==> config.mk <==
export PLATFORM = sky130hd
export DESIGN_NAME = lane_ddc_overrange_config
export DESIGN_NICKNAME = d
export VERILOG_FILES = /design/src/hw/lane_ddc_pkg.sv /design/src/hw/lane_ddc_overrange_config.sv /design/src/hw/overrange_detect.sv
export SDC_FILE = /design/constraint.sdc
export NUM_CORES = 1
export LEC_CHECK = 0
export ABC_CLOCK_PERIOD_IN_PS = 2550
export BUFFER_PORTS_ARGS = -buffer_cell sky130_fd_sc_hd__buf_4
export CORE_MARGIN = 8
export CORE_UTILIZATION = 43
export DETAILED_ROUTE_END_ITERATION = 10
export GPL_TIMING_DRIVEN = 0
export PLACE_DENSITY = 0.76
export SYNTH_ARGS = -nofsm -noshare
export SYNTH_HDL_FRONTEND = slang
export SYNTH_SLANG_ARGS = --single-unit
==> constraint.sdc <==
create_clock -name clk -period 2.55 [get_ports clk]
set_clock_uncertainty 0.15 [all_clocks]
set_input_delay 0.255 -clock clk [delete_from_list [all_inputs] [get_ports clk]]
set_output_delay 0.255 -clock clk [all_outputs]
set_load 0.1 [all_outputs]
==> src/hw/lane_ddc_pkg.sv <==
// Constants, field layouts and carrier types of the lane, DDC and over-range configuration bank
package lane_ddc_pkg;

	// Register indices as printed; byte address is four times the index
	localparam logic [9:0] IDX_EXTRA_LANE_B = 10'h20B;
	localparam logic [9:0] IDX_SYNC_HEADER = 10'h20F;
	localparam logic [9:0] IDX_GAIN_CFG = 10'h210;
	localparam logic [9:0] IDX_THR_INPHASE = 10'h211;
	localparam logic [9:0] IDX_THR_QUAD = 10'h212;
	localparam logic [9:0] IDX_IRQ_STATUS = 10'h220;
	localparam logic [9:0] IDX_IRQ_MASK = 10'h221;
	localparam logic [9:0] IDX_LANE_STATUS = 10'h222;
	localparam int ADDR_W_MIN = 12;

	// Values after reset
	localparam logic [7:0] RST_EXTRA_LANE_B = 8'h00;
	localparam logic [7:0] RST_SYNC_HEADER = 8'h00;
	localparam logic [7:0] RST_GAIN_CFG = 8'h00;
	localparam logic [7:0] RST_THR_INPHASE = 8'hF2;
	localparam logic [7:0] RST_THR_QUAD = 8'hAB;
	localparam logic [2:0] RST_IRQ = 3'h0;

	// Field positions
	localparam int EXTRA_SER_BIT = 0;
	localparam int EXTRA_LANE_LSB = 1;
	localparam int GAIN_BOOST_BIT = 0;
	localparam int IRQ_OVR_I_BIT = 0;
	localparam int IRQ_OVR_Q_BIT = 1;
	localparam int IRQ_LIVE_WR_BIT = 2;
	localparam int IRQ_W = 3;

	// Link geometry and test patterns
	localparam int LANES = 8;
	localparam int TEST_W = 4;
	localparam logic [3:0] TEST_NONE = 4'h0;
	localparam logic [3:0] TEST_RAMP = 4'h4;
	localparam logic [3:0] TEST_FIVE = 4'h5;
	localparam int SYNC_DATA_BITS = 32;
	localparam int SYNC_CMD_W = 19;
	localparam int SAMPLE_W = 16;
	localparam int THR_W = 8;

	typedef enum logic [1:0] {
		SH_CRC12 = 2'b00,
		SH_RSVD1 = 2'b01,
		SH_FEC = 2'b10,
		SH_RSVD3 = 2'b11
	} sync_header_type;

	// Per-sample stream carrier
	typedef struct packed {
		logic valid;
		logic signed [SAMPLE_W-1:0] data;
	} sample_type;

	typedef struct packed {
		logic valid;
		logic ctrl;
		logic signed [SAMPLE_W-1:0] data;
	} tagged_sample_type;

	// Sync-word controls toward the 64b/66b framer
	typedef struct packed {
		logic crc12_en;
		logic fec_en;
		logic [SYNC_CMD_W-1:0] cmd;
	} sync_ctrl_type;

endpackage : lane_ddc_pkg

==> src/hw/lane_ddc_overrange_config.sv <==
// Configuration bank for link-B extra lanes, sync header, DDC gain and over-range tags
//
// Function
// - extra-serializer bit also enables extra serializers
// - extra lanes follow link mode and pattern
// - extra-only lanes send ramp for pattern 0/5
// - channel power-down overrides all extra lanes
// - serializer n needs lanes 0..n-1 enabled
// - sync header field selects CRC-12 or FEC
// - 32 data bits; ignored in 8b/10b
// - all sync-word command fields driven zero
// - gain boost selects 0 or 6.02 dB
// - in-phase tag set at threshold zero
// - quadrature tag set at threshold one
// - threshold scale has full scale 256
`timescale 1ns/1ns
module lane_ddc_overrange_config
	import lane_ddc_pkg::*;
#(
	parameter int ADDR_W = 12
) (
	// Clock and reset
	input wire logic clk,
	input wire logic rst,
	// APB slave
	input wire logic psel,
	input wire logic penable,
	input wire logic pwrite,
	input wire logic [ADDR_W-1:0] paddr,
	input wire logic [31:0] pwdata,
	input wire logic [3:0] pstrb,
	output logic pready,
	output logic pslverr,
	output logic [31:0] prdata,
	// Link settings from neighbouring registers
	input wire logic serial_link_enable,
	input wire logic link_is_64b66b,
	input wire logic [LANES-1:0] link_mode_lanes,
	input wire logic [TEST_W-1:0] link_test_pattern,
	input wire logic channel_power_down,
	// Lane controls toward link B
	output logic [LANES-1:0] lane_clk_en,
	output logic [LANES-1:0] serializer_en,
	output logic [LANES-1:0][TEST_W-1:0] lane_pattern,
	// Sync header and gain controls
	output sync_ctrl_type sync_ctrl,
	output logic gain_boost,
	// DDC sample streams
	input wire sample_type ddc_i_in,
	input wire sample_type ddc_q_in,
	output tagged_sample_type ddc_i_out,
	output tagged_sample_type ddc_q_out,
	// Interrupt
	output logic irq
);

	initial begin
		if (ADDR_W < ADDR_W_MIN) begin
			$error("lane_ddc_overrange_config: address too narrow");
		end
	end

	////////////////////////////////////////////////////////////////////////
	// APB decode

	logic [7:0] extra_lane_r;
	logic [7:0] sync_header_r;
	logic [7:0] gain_cfg_r;
	logic [7:0] thr_i_r;
	logic [7:0] thr_q_r;
	logic [IRQ_W-1:0] irq_status_r;
	logic [IRQ_W-1:0] irq_mask_r;
	logic [IRQ_W-1:0] irq_status_nxt;
	logic [9:0] index;
	logic aligned;
	logic mapped;
	logic wr_fire;
	logic wr_lane0;
	logic [7:0] wbyte;
	logic [7:0] rd_val;
	logic [LANES-1:0] lane_on;
	logic [LANES-1:0] ser_on;
	logic cfg_write_live;

	always_comb begin
		index = paddr[11:2];
		aligned = (paddr[1:0] == 2'b00) && ((paddr >> ADDR_W_MIN) == '0);
		unique case (index)
			IDX_EXTRA_LANE_B,
			IDX_SYNC_HEADER,
			IDX_GAIN_CFG,
			IDX_THR_INPHASE,
			IDX_THR_QUAD,
			IDX_IRQ_STATUS,
			IDX_IRQ_MASK,
			IDX_LANE_STATUS: mapped = aligned;
			default: mapped = 1'b0;
		endcase
	end

	// Zero wait states: read data is latched in the setup cycle
	assign pready = 1'b1;
	assign pslverr = psel && penable && !mapped;
	assign wr_fire = psel && penable && pwrite && mapped;
	assign wr_lane0 = wr_fire && pstrb[0];
	assign wbyte = pwdata[7:0];

	always_comb begin
		unique case (index)
			IDX_EXTRA_LANE_B: rd_val = extra_lane_r;
			IDX_SYNC_HEADER: rd_val = sync_header_r;
			IDX_GAIN_CFG: rd_val = gain_cfg_r;
			IDX_THR_INPHASE: rd_val = thr_i_r;
			IDX_THR_QUAD: rd_val = thr_q_r;
			IDX_IRQ_STATUS: rd_val = {5'h00, irq_status_r};
			IDX_IRQ_MASK: rd_val = {5'h00, irq_mask_r};
			IDX_LANE_STATUS: rd_val = lane_clk_en;
			default: rd_val = 8'h00;
		endcase
	end

	always_ff @(posedge clk) begin
		if (rst) begin
			prdata <= 32'h00000000;
		end else if (psel && !penable) begin
			prdata <= (mapped && !pwrite) ? {24'h000000, rd_val} : 32'h00000000;
		end
	end

	////////////////////////////////////////////////////////////////////////
	// Configuration registers

	// Extra-lane and sync header writes while the link runs are taken but reported, the hazard is software's
	assign cfg_write_live = wr_lane0 && serial_link_enable &&
		(index == IDX_EXTRA_LANE_B || index == IDX_SYNC_HEADER);

	always_ff @(posedge clk) begin
		if (rst) begin
			extra_lane_r <= RST_EXTRA_LANE_B;
		end else if (wr_lane0 && index == IDX_EXTRA_LANE_B) begin
			extra_lane_r <= wbyte;
		end
	end

	always_ff @(posedge clk) begin
		if (rst) begin
			sync_header_r <= RST_SYNC_HEADER;
		end else if (wr_lane0 && index == IDX_SYNC_HEADER) begin
			sync_header_r <= {6'h00, wbyte[1:0]};
		end
	end

	always_ff @(posedge clk) begin
		if (rst) begin
			gain_cfg_r <= RST_GAIN_CFG;
		end else if (wr_lane0 && index == IDX_GAIN_CFG) begin
			gain_cfg_r <= {7'h00, wbyte[GAIN_BOOST_BIT]};
		end
	end

	always_ff @(posedge clk) begin
		if (rst) begin
			thr_i_r <= RST_THR_INPHASE;
		end else if (wr_lane0 && index == IDX_THR_INPHASE) begin
			thr_i_r <= wbyte;
		end
	end

	always_ff @(posedge clk) begin
		if (rst) begin
			thr_q_r <= RST_THR_QUAD;
		end else if (wr_lane0 && index == IDX_THR_QUAD) begin
			thr_q_r <= wbyte;
		end
	end

	////////////////////////////////////////////////////////////////////////
	// Lane enables

	// Lane 0 is never extra; it comes only from the link mode
	always_comb begin
		lane_on = link_mode_lanes | {extra_lane_r[7:EXTRA_LANE_LSB], 1'b0};
		if (channel_power_down) begin
			lane_on = '0;
		end
	end

	genvar n;
	generate
		for (n = 0; n < LANES; n++) begin : g_lane
			logic ser_req;
			logic lower_ok;
			logic extra_only;
			// Extra-only lanes get clocks; serializer needs the extra-serializer bit
			assign extra_only = lane_on[n] && !link_mode_lanes[n];
			assign ser_req = lane_on[n] &&
				(link_mode_lanes[n] || extra_lane_r[EXTRA_SER_BIT]);
			if (n == 0) begin : g_first
				assign lower_ok = 1'b1;
			end else begin : g_rest
				assign lower_ok = &lane_on[n-1:0];
			end
			assign ser_on[n] = ser_req && lower_ok;

			always_ff @(posedge clk) begin
				if (rst) begin
					lane_pattern[n] <= TEST_NONE;
				end else if (extra_only &&
					(link_test_pattern == TEST_NONE || link_test_pattern == TEST_FIVE)) begin
					lane_pattern[n] <= TEST_RAMP;
				end else begin
					lane_pattern[n] <= link_test_pattern;
				end
			end
		end
	endgenerate

	always_ff @(posedge clk) begin
		if (rst) begin
			lane_clk_en <= '0;
			serializer_en <= '0;
		end else begin
			lane_clk_en <= lane_on;
			serializer_en <= ser_on;
		end
	end

	////////////////////////////////////////////////////////////////////////
	// Sync header and gain

	sync_header_type sh_sel;
	assign sh_sel = sync_header_type'(sync_header_r[1:0]);

	// Reserved codes fall back to CRC-12 so the framer never sees an odd mix
	always_ff @(posedge clk) begin
		if (rst) begin
			sync_ctrl <= '0;
		end else begin
			sync_ctrl.cmd <= '0;
			if (!link_is_64b66b) begin
				sync_ctrl.crc12_en <= 1'b0;
				sync_ctrl.fec_en <= 1'b0;
			end else begin
				unique case (sh_sel)
					SH_FEC: begin
						sync_ctrl.crc12_en <= 1'b0;
						sync_ctrl.fec_en <= 1'b1;
					end
					SH_CRC12,
					SH_RSVD1,
					SH_RSVD3: begin
						sync_ctrl.crc12_en <= 1'b1;
						sync_ctrl.fec_en <= 1'b0;
					end
				endcase
			end
		end
	end

	// No clip guard here; boost with an unfiltered image may saturate
	always_ff @(posedge clk) begin
		if (rst) begin
			gain_boost <= 1'b0;
		end else begin
			gain_boost <= gain_cfg_r[GAIN_BOOST_BIT];
		end
	end

	////////////////////////////////////////////////////////////////////////
	// Over-range tagging

	overrange_detect #(
		.WIDTH(SAMPLE_W)
	) u_ovr_i (
		.clk(clk),
		.rst(rst),
		.threshold(thr_i_r),
		.sample_in(ddc_i_in),
		.sample_out(ddc_i_out)
	);

	overrange_detect #(
		.WIDTH(SAMPLE_W)
	) u_ovr_q (
		.clk(clk),
		.rst(rst),
		.threshold(thr_q_r),
		.sample_in(ddc_q_in),
		.sample_out(ddc_q_out)
	);

	////////////////////////////////////////////////////////////////////////
	// Interrupts

	// A new event in the clearing cycle survives the clear
	always_comb begin
		irq_status_nxt = irq_status_r;
		if (wr_lane0 && index == IDX_IRQ_STATUS) begin
			irq_status_nxt = irq_status_r & ~wbyte[IRQ_W-1:0];
		end
		if (ddc_i_out.valid && ddc_i_out.ctrl) begin
			irq_status_nxt[IRQ_OVR_I_BIT] = 1'b1;
		end
		if (ddc_q_out.valid && ddc_q_out.ctrl) begin
			irq_status_nxt[IRQ_OVR_Q_BIT] = 1'b1;
		end
		if (cfg_write_live) begin
			irq_status_nxt[IRQ_LIVE_WR_BIT] = 1'b1;
		end
	end

	always_ff @(posedge clk) begin
		if (rst) begin
			irq_status_r <= RST_IRQ;
		end else begin
			irq_status_r <= irq_status_nxt;
		end
	end

	always_ff @(posedge clk) begin
		if (rst) begin
			irq_mask_r <= RST_IRQ;
		end else if (wr_lane0 && index == IDX_IRQ_MASK) begin
			irq_mask_r <= wbyte[IRQ_W-1:0];
		end
	end

	always_ff @(posedge clk) begin
		if (rst) begin
			irq <= 1'b0;
		end else begin
			irq <= |(irq_status_nxt & irq_mask_r);
		end
	end

endmodule : lane_ddc_overrange_config

==> src/hw/overrange_detect.sv <==
// Over-range tagging of one DDC output sample stream
`timescale 1ns/1ns
module overrange_detect
	import lane_ddc_pkg::*;
#(
	parameter int WIDTH = SAMPLE_W
) (
	// Clock and reset
	input wire logic clk,
	input wire logic rst,
	// Threshold from the register bank
	input wire logic [THR_W-1:0] threshold,
	// Sample stream
	input wire sample_type sample_in,
	output tagged_sample_type sample_out
);

	initial begin
		if (WIDTH != SAMPLE_W || WIDTH < THR_W + 2) begin
			$error("overrange_detect: unsupported sample width");
		end
	end

	////////////////////////////////////////////////////////////////////////
	logic [WIDTH-1:0] mag;
	logic [THR_W:0] level;

	// Most negative code gives full-scale 256, so the level keeps nine bits
	always_comb begin
		mag = sample_in.data[WIDTH-1] ? WIDTH'(-sample_in.data) : WIDTH'(sample_in.data);
		level = mag[WIDTH-1 -: THR_W+1];
	end

	always_ff @(posedge clk) begin
		if (rst) begin
			sample_out <= '0;
		end else begin
			sample_out.valid <= sample_in.valid;
			sample_out.data <= sample_in.data;
			sample_out.ctrl <= sample_in.valid && (level >= {1'b0, threshold});
		end
	end

endmodule : overrange_detect

### Word level (Yosys, flattened, before mapping)

Cells that the tools add are included.

* $add $sub $neg: 2
* order comparisons: 2
* eq/ne operators: 12
* multiplexer cells: 19
* bitwise operators: 5
* reductions and logical operators: 93

Operators with widths (number)
* 10-bit equality test, second input constant: 8
* 8-bit one-hot mux with 8 select lines: 1
* 1-bit logical AND: 51
* 16-bit 2-to-1 mux: 2
* 16-bit negator: 2
* 3-bit 2-to-1 mux: 9
* 9-bit by 8-bit greater-or-equal comparator with 1-bit output: 2
* 2-bit OR reduction: 9
* 8-bit 2-to-1 mux: 2
* 1-bit logical NOT: 11
* 1-bit logical OR: 10
* 8-bit bitwise OR: 1
* 8-bit OR reduction: 1
* 7-bit AND reduction: 1
* 3-bit bitwise AND: 2
* 6-bit AND reduction: 1
* 3-bit OR reduction: 2
* 5-bit AND reduction: 1
* 2-bit equality test, second input constant: 2
* 4-bit by 3-bit equality test with 1-bit output, second input constant: 1
* 2-bit logical NOT: 2
* 4-bit logical NOT: 1
* 1-bit 2-to-1 mux: 4
* 2-bit one-hot mux with 2 select lines: 1
* other kinds (6): 6

* register bits: 172
* input bits: 102
* output and inout bits: 141
* word-level logic and storage cells: 170

### Depth between registers and ports, before layout

* depth after elaboration: 10
* gate-level depth with buffers: 10
* mapped depth without buffers: 10

### Modules after synthesis

From an unflattened synthesis, not the netlist that was laid out.

* cell total of the unflattened synthesis: 602
* area, all modules: 5820.6 sq um

Modules (own cells, without submodules)
* lane_ddc_overrange_config: instances 1, cells each 432, area an instance 4051.4 sq um, seq. area each 1861.8 sq um
* overrange_detect: instances 2, cells each 85, area an instance 884.6 sq um, seq. area each 360.3 sq um

### Worst setup path before layout

Ideal clock, no wire load.

* path type: input-to-reg
* from: input port ddc_i_in[4] (netlist name)
* to: register u_ovr_i.sample_out[16] (netlist name)
* data arrival time: 2.431 ns
* required time: 2.280 ns
* slack: -0.151 ns
* stages: 10
* buffers on the path: 0
* cells stage by stage: nor4_1 -> nand3b_1 -> or4_1 -> o21ai_0 -> xnor2_1 -> ha_1 -> a21o_1 -> a21oi_1 -> a31oi_1 -> o31a_1

* cells in the longest elaborated chain, start to end: 4

Ends and longest elaborated chain
* start, declared: line lane_ddc_overrange_config.sv:49 `input wire sample_type ddc_i_in,`
* 16-bit negator: line overrange_detect.sv:30 `mag = sample_in.data[WIDTH-1] ? WIDTH'(-sample_in.data) : WIDTH'(sample_in.data);`
* 16-bit 2-to-1 mux: line overrange_detect.sv:30
* 9-bit by 8-bit greater-or-equal comparator with 1-bit output: line overrange_detect.sv:40 `sample_out.ctrl <= sample_in.valid && (level >= {1'b0, threshold});`
* 1-bit logical AND: line overrange_detect.sv:40
* end, declared: line overrange_detect.sv:15 `output tagged_sample_type sample_out`

Every way passes these cells.
A chain may end at the register's enable or synchronous reset.

### Worst setup path after layout

* from: input port ddc_q_in[11] (netlist name)
* to: register u_ovr_q.sample_out[16] (netlist name)

* cells in the longest elaborated chain, start to end: 4

Ends and longest elaborated chain
* start, declared: line lane_ddc_overrange_config.sv:50 `input wire sample_type ddc_q_in,`
* 16-bit negator: line overrange_detect.sv:30
* 16-bit 2-to-1 mux (*): line overrange_detect.sv:30
* 9-bit by 8-bit greater-or-equal comparator with 1-bit output (*): line overrange_detect.sv:40
* 1-bit logical AND (*): line overrange_detect.sv:40
* end, declared: line overrange_detect.sv:15

Mark *: on every way between the ends. The rest lies on a longest branch, timed or not.

==> impl_metrics.tcl <==
set metrics [dict create \
    largest_net_degree_at_the_start_of_global_routing 17 \
    critical_path_required_ns 2.70 \
    detail_route.iter0.violations 405 \
    grt.busiest_layer "met2" \
    ctsHtreeMaxLevel 4 \
    gate_count_of_the_mapped_netlist 604 \
    nNetsFinal 1007 \
    floorplan.initialDensity_pct 43.6 \
    gr-usage-met2_pct 34.5 \
    async_set_reset_flop_share_out_of_synthesis_pct 0 \
    die_w_um 131 \
    grt_pass1_vias 5439 \
    pins_over_slew_limit 0 \
    num_rows 42 \
    cp.arrival_ns 2.58 \
    dpl_cell_area_um2 7390 \
    fin_area_um2 8610 \
    timing.critical_path.slowest_stage_cell "sky130_fd_sc_hd__dlygate4sd3_1" \
    cp-end-kind "flip-flop" \
    clockRootBuffer "sky130_fd_sc_hd__clkbuf_16" \
    globalRouteMet1Util_pct 23.5 \
    post_synth_edffs 0 \
    tritoncts.num_buffers 17 \
    worstPathBufferInverterCount 2 \
    cts.reportedPaths.clkPinSlew_ns 0.06 \
    grt.met3_usage_pct 6.40 \
    critical_path_peak_fanout 4 \
    worstSkewPairLatency_ns 0.42 \
    fill_cells 1053 \
    wire_per_inst_um 16.9 \
    slew-limit-headroom_pct 32.6 \
    final-hold-violation-count 0 \
    dp_hpwl_um 13200 \
    start_kind "primary input" \
    dominantRegCellSynth "sky130_fd_sc_hd__dfxtp_1" \
    postSynthRegisterBits 129 \
    dr_total_vias 5376 \
    final-setup-viol-count 0 \
    drt_wl_total_um 18300 \
    grt_setup_unrepaired "no" \
    cts_tree "done" \
    max-vdd-ir-drop_mv 0.431 \
    hold_class "in2reg" \
    fin_worst_hold_slack_ns 0.0777 \
    run_status "completed" \
    overflow 0 \
    syn2layout_area_growth_pct 50.2 \
    cpLargestDelayFamily "compound AO/OA/AOI/OAI gates" \
    dieArea_um2 17300 \
    grt_antenna_before_repair 2 \
    criticalPathCategory "in2reg" \
    die_y_um 131 \
    synth_seq_area_share_pct 45.1 \
    finalWorstPathRequiredPeriod_ns 2.43 \
    max_slew.worst_pin.slew_ns 1.01 \
    synth.lib_cells_used.distinct 65 \
    firstDrtPassIters 5 \
    timing.critical_path.cells "dlygate4sd3_1 -> buf_4 -> or2_2 -> o31ai_2 -> xnor2_1 -> ha_1 -> a21o_1 -> a21oi_1 -> o211a_1 -> o21ai_0" \
    detail-route-antenna-nets 0 \
    clock_sink_count 129 \
    share_of_post_route_cells_with_drive_strength_above_1_pct 30.0 \
    synthesized_area_per_cell_um2 9.49 \
    cellPowerDensity_nw_per_um2 695 \
    port_buffers 168 \
    globalplace.congestion 0.911 \
    critical_path.max_stage_delay_ns 0.56 \
    num_io_pins 243 \
    grt_first_pass_wirelength_um 28700 \
    synth.cell_area_um2 5730 \
    route.detailed.drc 0 \
    yosys_warnings 0 \
    groute.usage.overall_pct 20.7 \
    vias_per_cell 4.98 \
    period_share_pct 95.4 \
    core_outline_area_um2 13100 \
    total_leakage_power_nw 3.81 \
    maxClockFrequency_mhz 411 \
    clock_tree.buffer_depth 2 \
    maxCapViolations 0 \
]
[what timing repair did]
action                                  4_1_cts  5_1_grt
hold buffers                                 54        0
endpoints found under the setup margin        1        2
resized for setup                             1        6
pin swaps                                     1        8
hold endpoints to repair                     89        0
buffers inserted                              1        2
[cells in the final DEF (no fill, tap or decap), drive strengths merged, types with 12 or more instances in the layout]
| master | n |
|---|---|
| a21oi | 13 |
| buf | 218 |
| clkbuf | 41 |
| conb | 44 |
| dfxtp | 129 |
| dlygate4sd3 | 53 |
| ha | 16 |
| inv | 27 |
| mux2i | 29 |
| nand2 | 38 |
| nor2 | 48 |
| nor2b | 56 |
| nor3 | 12 |
| o21ai | 20 |
| xnor2 | 14 |
[registers in the layout, indices dropped and copies added (netlist names)]
signal	cells
irq_mask_r	3
u_ovr_q.sample_out	18
serializer_en	8
sync_ctrl	2
prdata	8
u_ovr_i.sample_out	18
gain_boost	1
thr_q_r	8
irq	1
irq_status_r	3
lane_pattern	32
gain_cfg_r	1
thr_i_r	8
extra_lane_r	8
lane_clk_en	8
sync_header_r	2
[final timing paths]
path	startpoint	to	slack (ns)	cells past startpoint
worst max-delay path	ddc_q_in[11]	u_ovr_q.sample_out[16]$_SDFF_PP0_	0.12	10
worst max register to register	extra_lane_r[2]$_SDFFE_PP0P_	serializer_en[6]$_SDFF_PP0_	0.48	5
worst min register to register	prdata[0]$_SDFFE_PP0P_	prdata[0]$_SDFFE_PP0P_	0.31	2
worst min-delay path	link_test_pattern[0]	lane_pattern[28]$_SDFF_PP0_	0.08	3
[power by group]
group | switching, mW | internal (mW)
clock network | 0.868 | 1.64
logic | 1.01 | 0.355
registers | 0.0250 | 2.08
total | 1.91 | 4.07
[worst reg2reg max path, delay by kind of cell, from the launching register on]
kind             cells  cell delay (ns)
AND/OR/NAND/NOR      4             1.29
flip-flops           1             0.41
AO/OA/AOI/OAI        1             0.17
[area by class of cell]
class	instances	area [um2]	share of cell area [%]
plain buffers	66	423	4.91
multi-input cells	424	2840	33.0
well taps	176	220	2.56
repair buffers	224	1820	21.1
diodes	1	2.50	0.0291
flip-flops and latches	129	2580	30.0
clock inverters	9	129	1.50
inverters	27	101	1.18
clock buffers	23	488	5.67
[metrics by stage]
step | setup TNS (ns) | util, % | power (mW) | setup slack (ns) | std cells
floorplan | -0.00200 | - | 3.14 | -0.00200 | 646
global placement | -0.861 | 56.2 | 3.42 | -0.378 | 990
detailed placement | -1.05 | 56.2 | 3.43 | -0.456 | 990
CTS | 0 | 65.2 | 5.99 | 0.0216 | 1077
global route | 0 | 65.5 | 6.18 | 0.00549 | 1079
finish | 0 | 65.5 | 5.98 | 0.117 | 1079
[kinds of logic after synthesis]
group,Yosys count,synth area share (%)
simple gates,215,21.2
flops,129,45.1
mux,29,5.07
fa+ha+maj,16,3.49
buf+inv,93,9.15
xor+xnor,18,2.75
compound gates,102,13.2
other cells,2,0.131
[Yosys cell counts, types with 2 or more instances]
master | n | area [um2]
sky130_fd_sc_hd__dfxtp_1 | 129 | 2580
sky130_fd_sc_hd__nor2b_1 | 56 | 350
sky130_fd_sc_hd__nor2_1 | 47 | 176
sky130_fd_sc_hd__buf_4 | 46 | 345
sky130_fd_sc_hd__nand2_1 | 38 | 143
sky130_fd_sc_hd__mux2i_1 | 29 | 290
sky130_fd_sc_hd__inv_1 | 26 | 97.6
sky130_fd_sc_hd__o21ai_0 | 19 | 95.1
sky130_fd_sc_hd__clkbuf_1 | 18 | 67.6
sky130_fd_sc_hd__ha_1 | 16 | 200
sky130_fd_sc_hd__xnor2_1 | 14 | 123
sky130_fd_sc_hd__a21oi_1 | 13 | 65.1
sky130_fd_sc_hd__nor3_1 | 12 | 60.1
sky130_fd_sc_hd__a22oi_1 | 11 | 82.6
sky130_fd_sc_hd__nand2b_1 | 11 | 68.8
sky130_fd_sc_hd__nand4_1 | 11 | 68.8
sky130_fd_sc_hd__o211ai_1 | 7 | 52.6
sky130_fd_sc_hd__a31oi_1 | 5 | 31.3
sky130_fd_sc_hd__nor4_1 | 5 | 31.3
sky130_fd_sc_hd__o2bb2ai_1 | 5 | 43.8
sky130_fd_sc_hd__o31a_1 | 5 | 43.8
sky130_fd_sc_hd__o31ai_1 | 5 | 37.5
sky130_fd_sc_hd__a21o_1 | 4 | 30.0
sky130_fd_sc_hd__and3_1 | 4 | 25.0
sky130_fd_sc_hd__o21a_1 | 4 | 30.0
sky130_fd_sc_hd__o22ai_1 | 4 | 25.0
sky130_fd_sc_hd__xor2_1 | 4 | 35.0
sky130_fd_sc_hd__a211oi_1 | 3 | 22.5
sky130_fd_sc_hd__and2_1 | 3 | 18.8
sky130_fd_sc_hd__nand3b_1 | 3 | 22.5
sky130_fd_sc_hd__a2111oi_4 | 2 | 55.1
sky130_fd_sc_hd__a32oi_1 | 2 | 17.5
sky130_fd_sc_hd__buf_2 | 2 | 10.0
sky130_fd_sc_hd__conb_1 | 2 | 7.51
sky130_fd_sc_hd__nand3_1 | 2 | 10.0
sky130_fd_sc_hd__nand4b_1 | 2 | 17.5
sky130_fd_sc_hd__nor4b_1 | 2 | 17.5
sky130_fd_sc_hd__nor4b_2 | 2 | 30.0
sky130_fd_sc_hd__o32ai_1 | 2 | 17.5
sky130_fd_sc_hd__o41ai_1 | 2 | 17.5
sky130_fd_sc_hd__or3_1 | 2 | 12.5
sky130_fd_sc_hd__or4b_4 | 2 | 27.5
[layer usage]
layer  vias up  wire (um)
li1       2584          -
met4         2        578
met3        54       1480
met2       255       8940
met5         -         12
met1      2481       7280
Note: power is estimated with default switching activity, not from simulation.
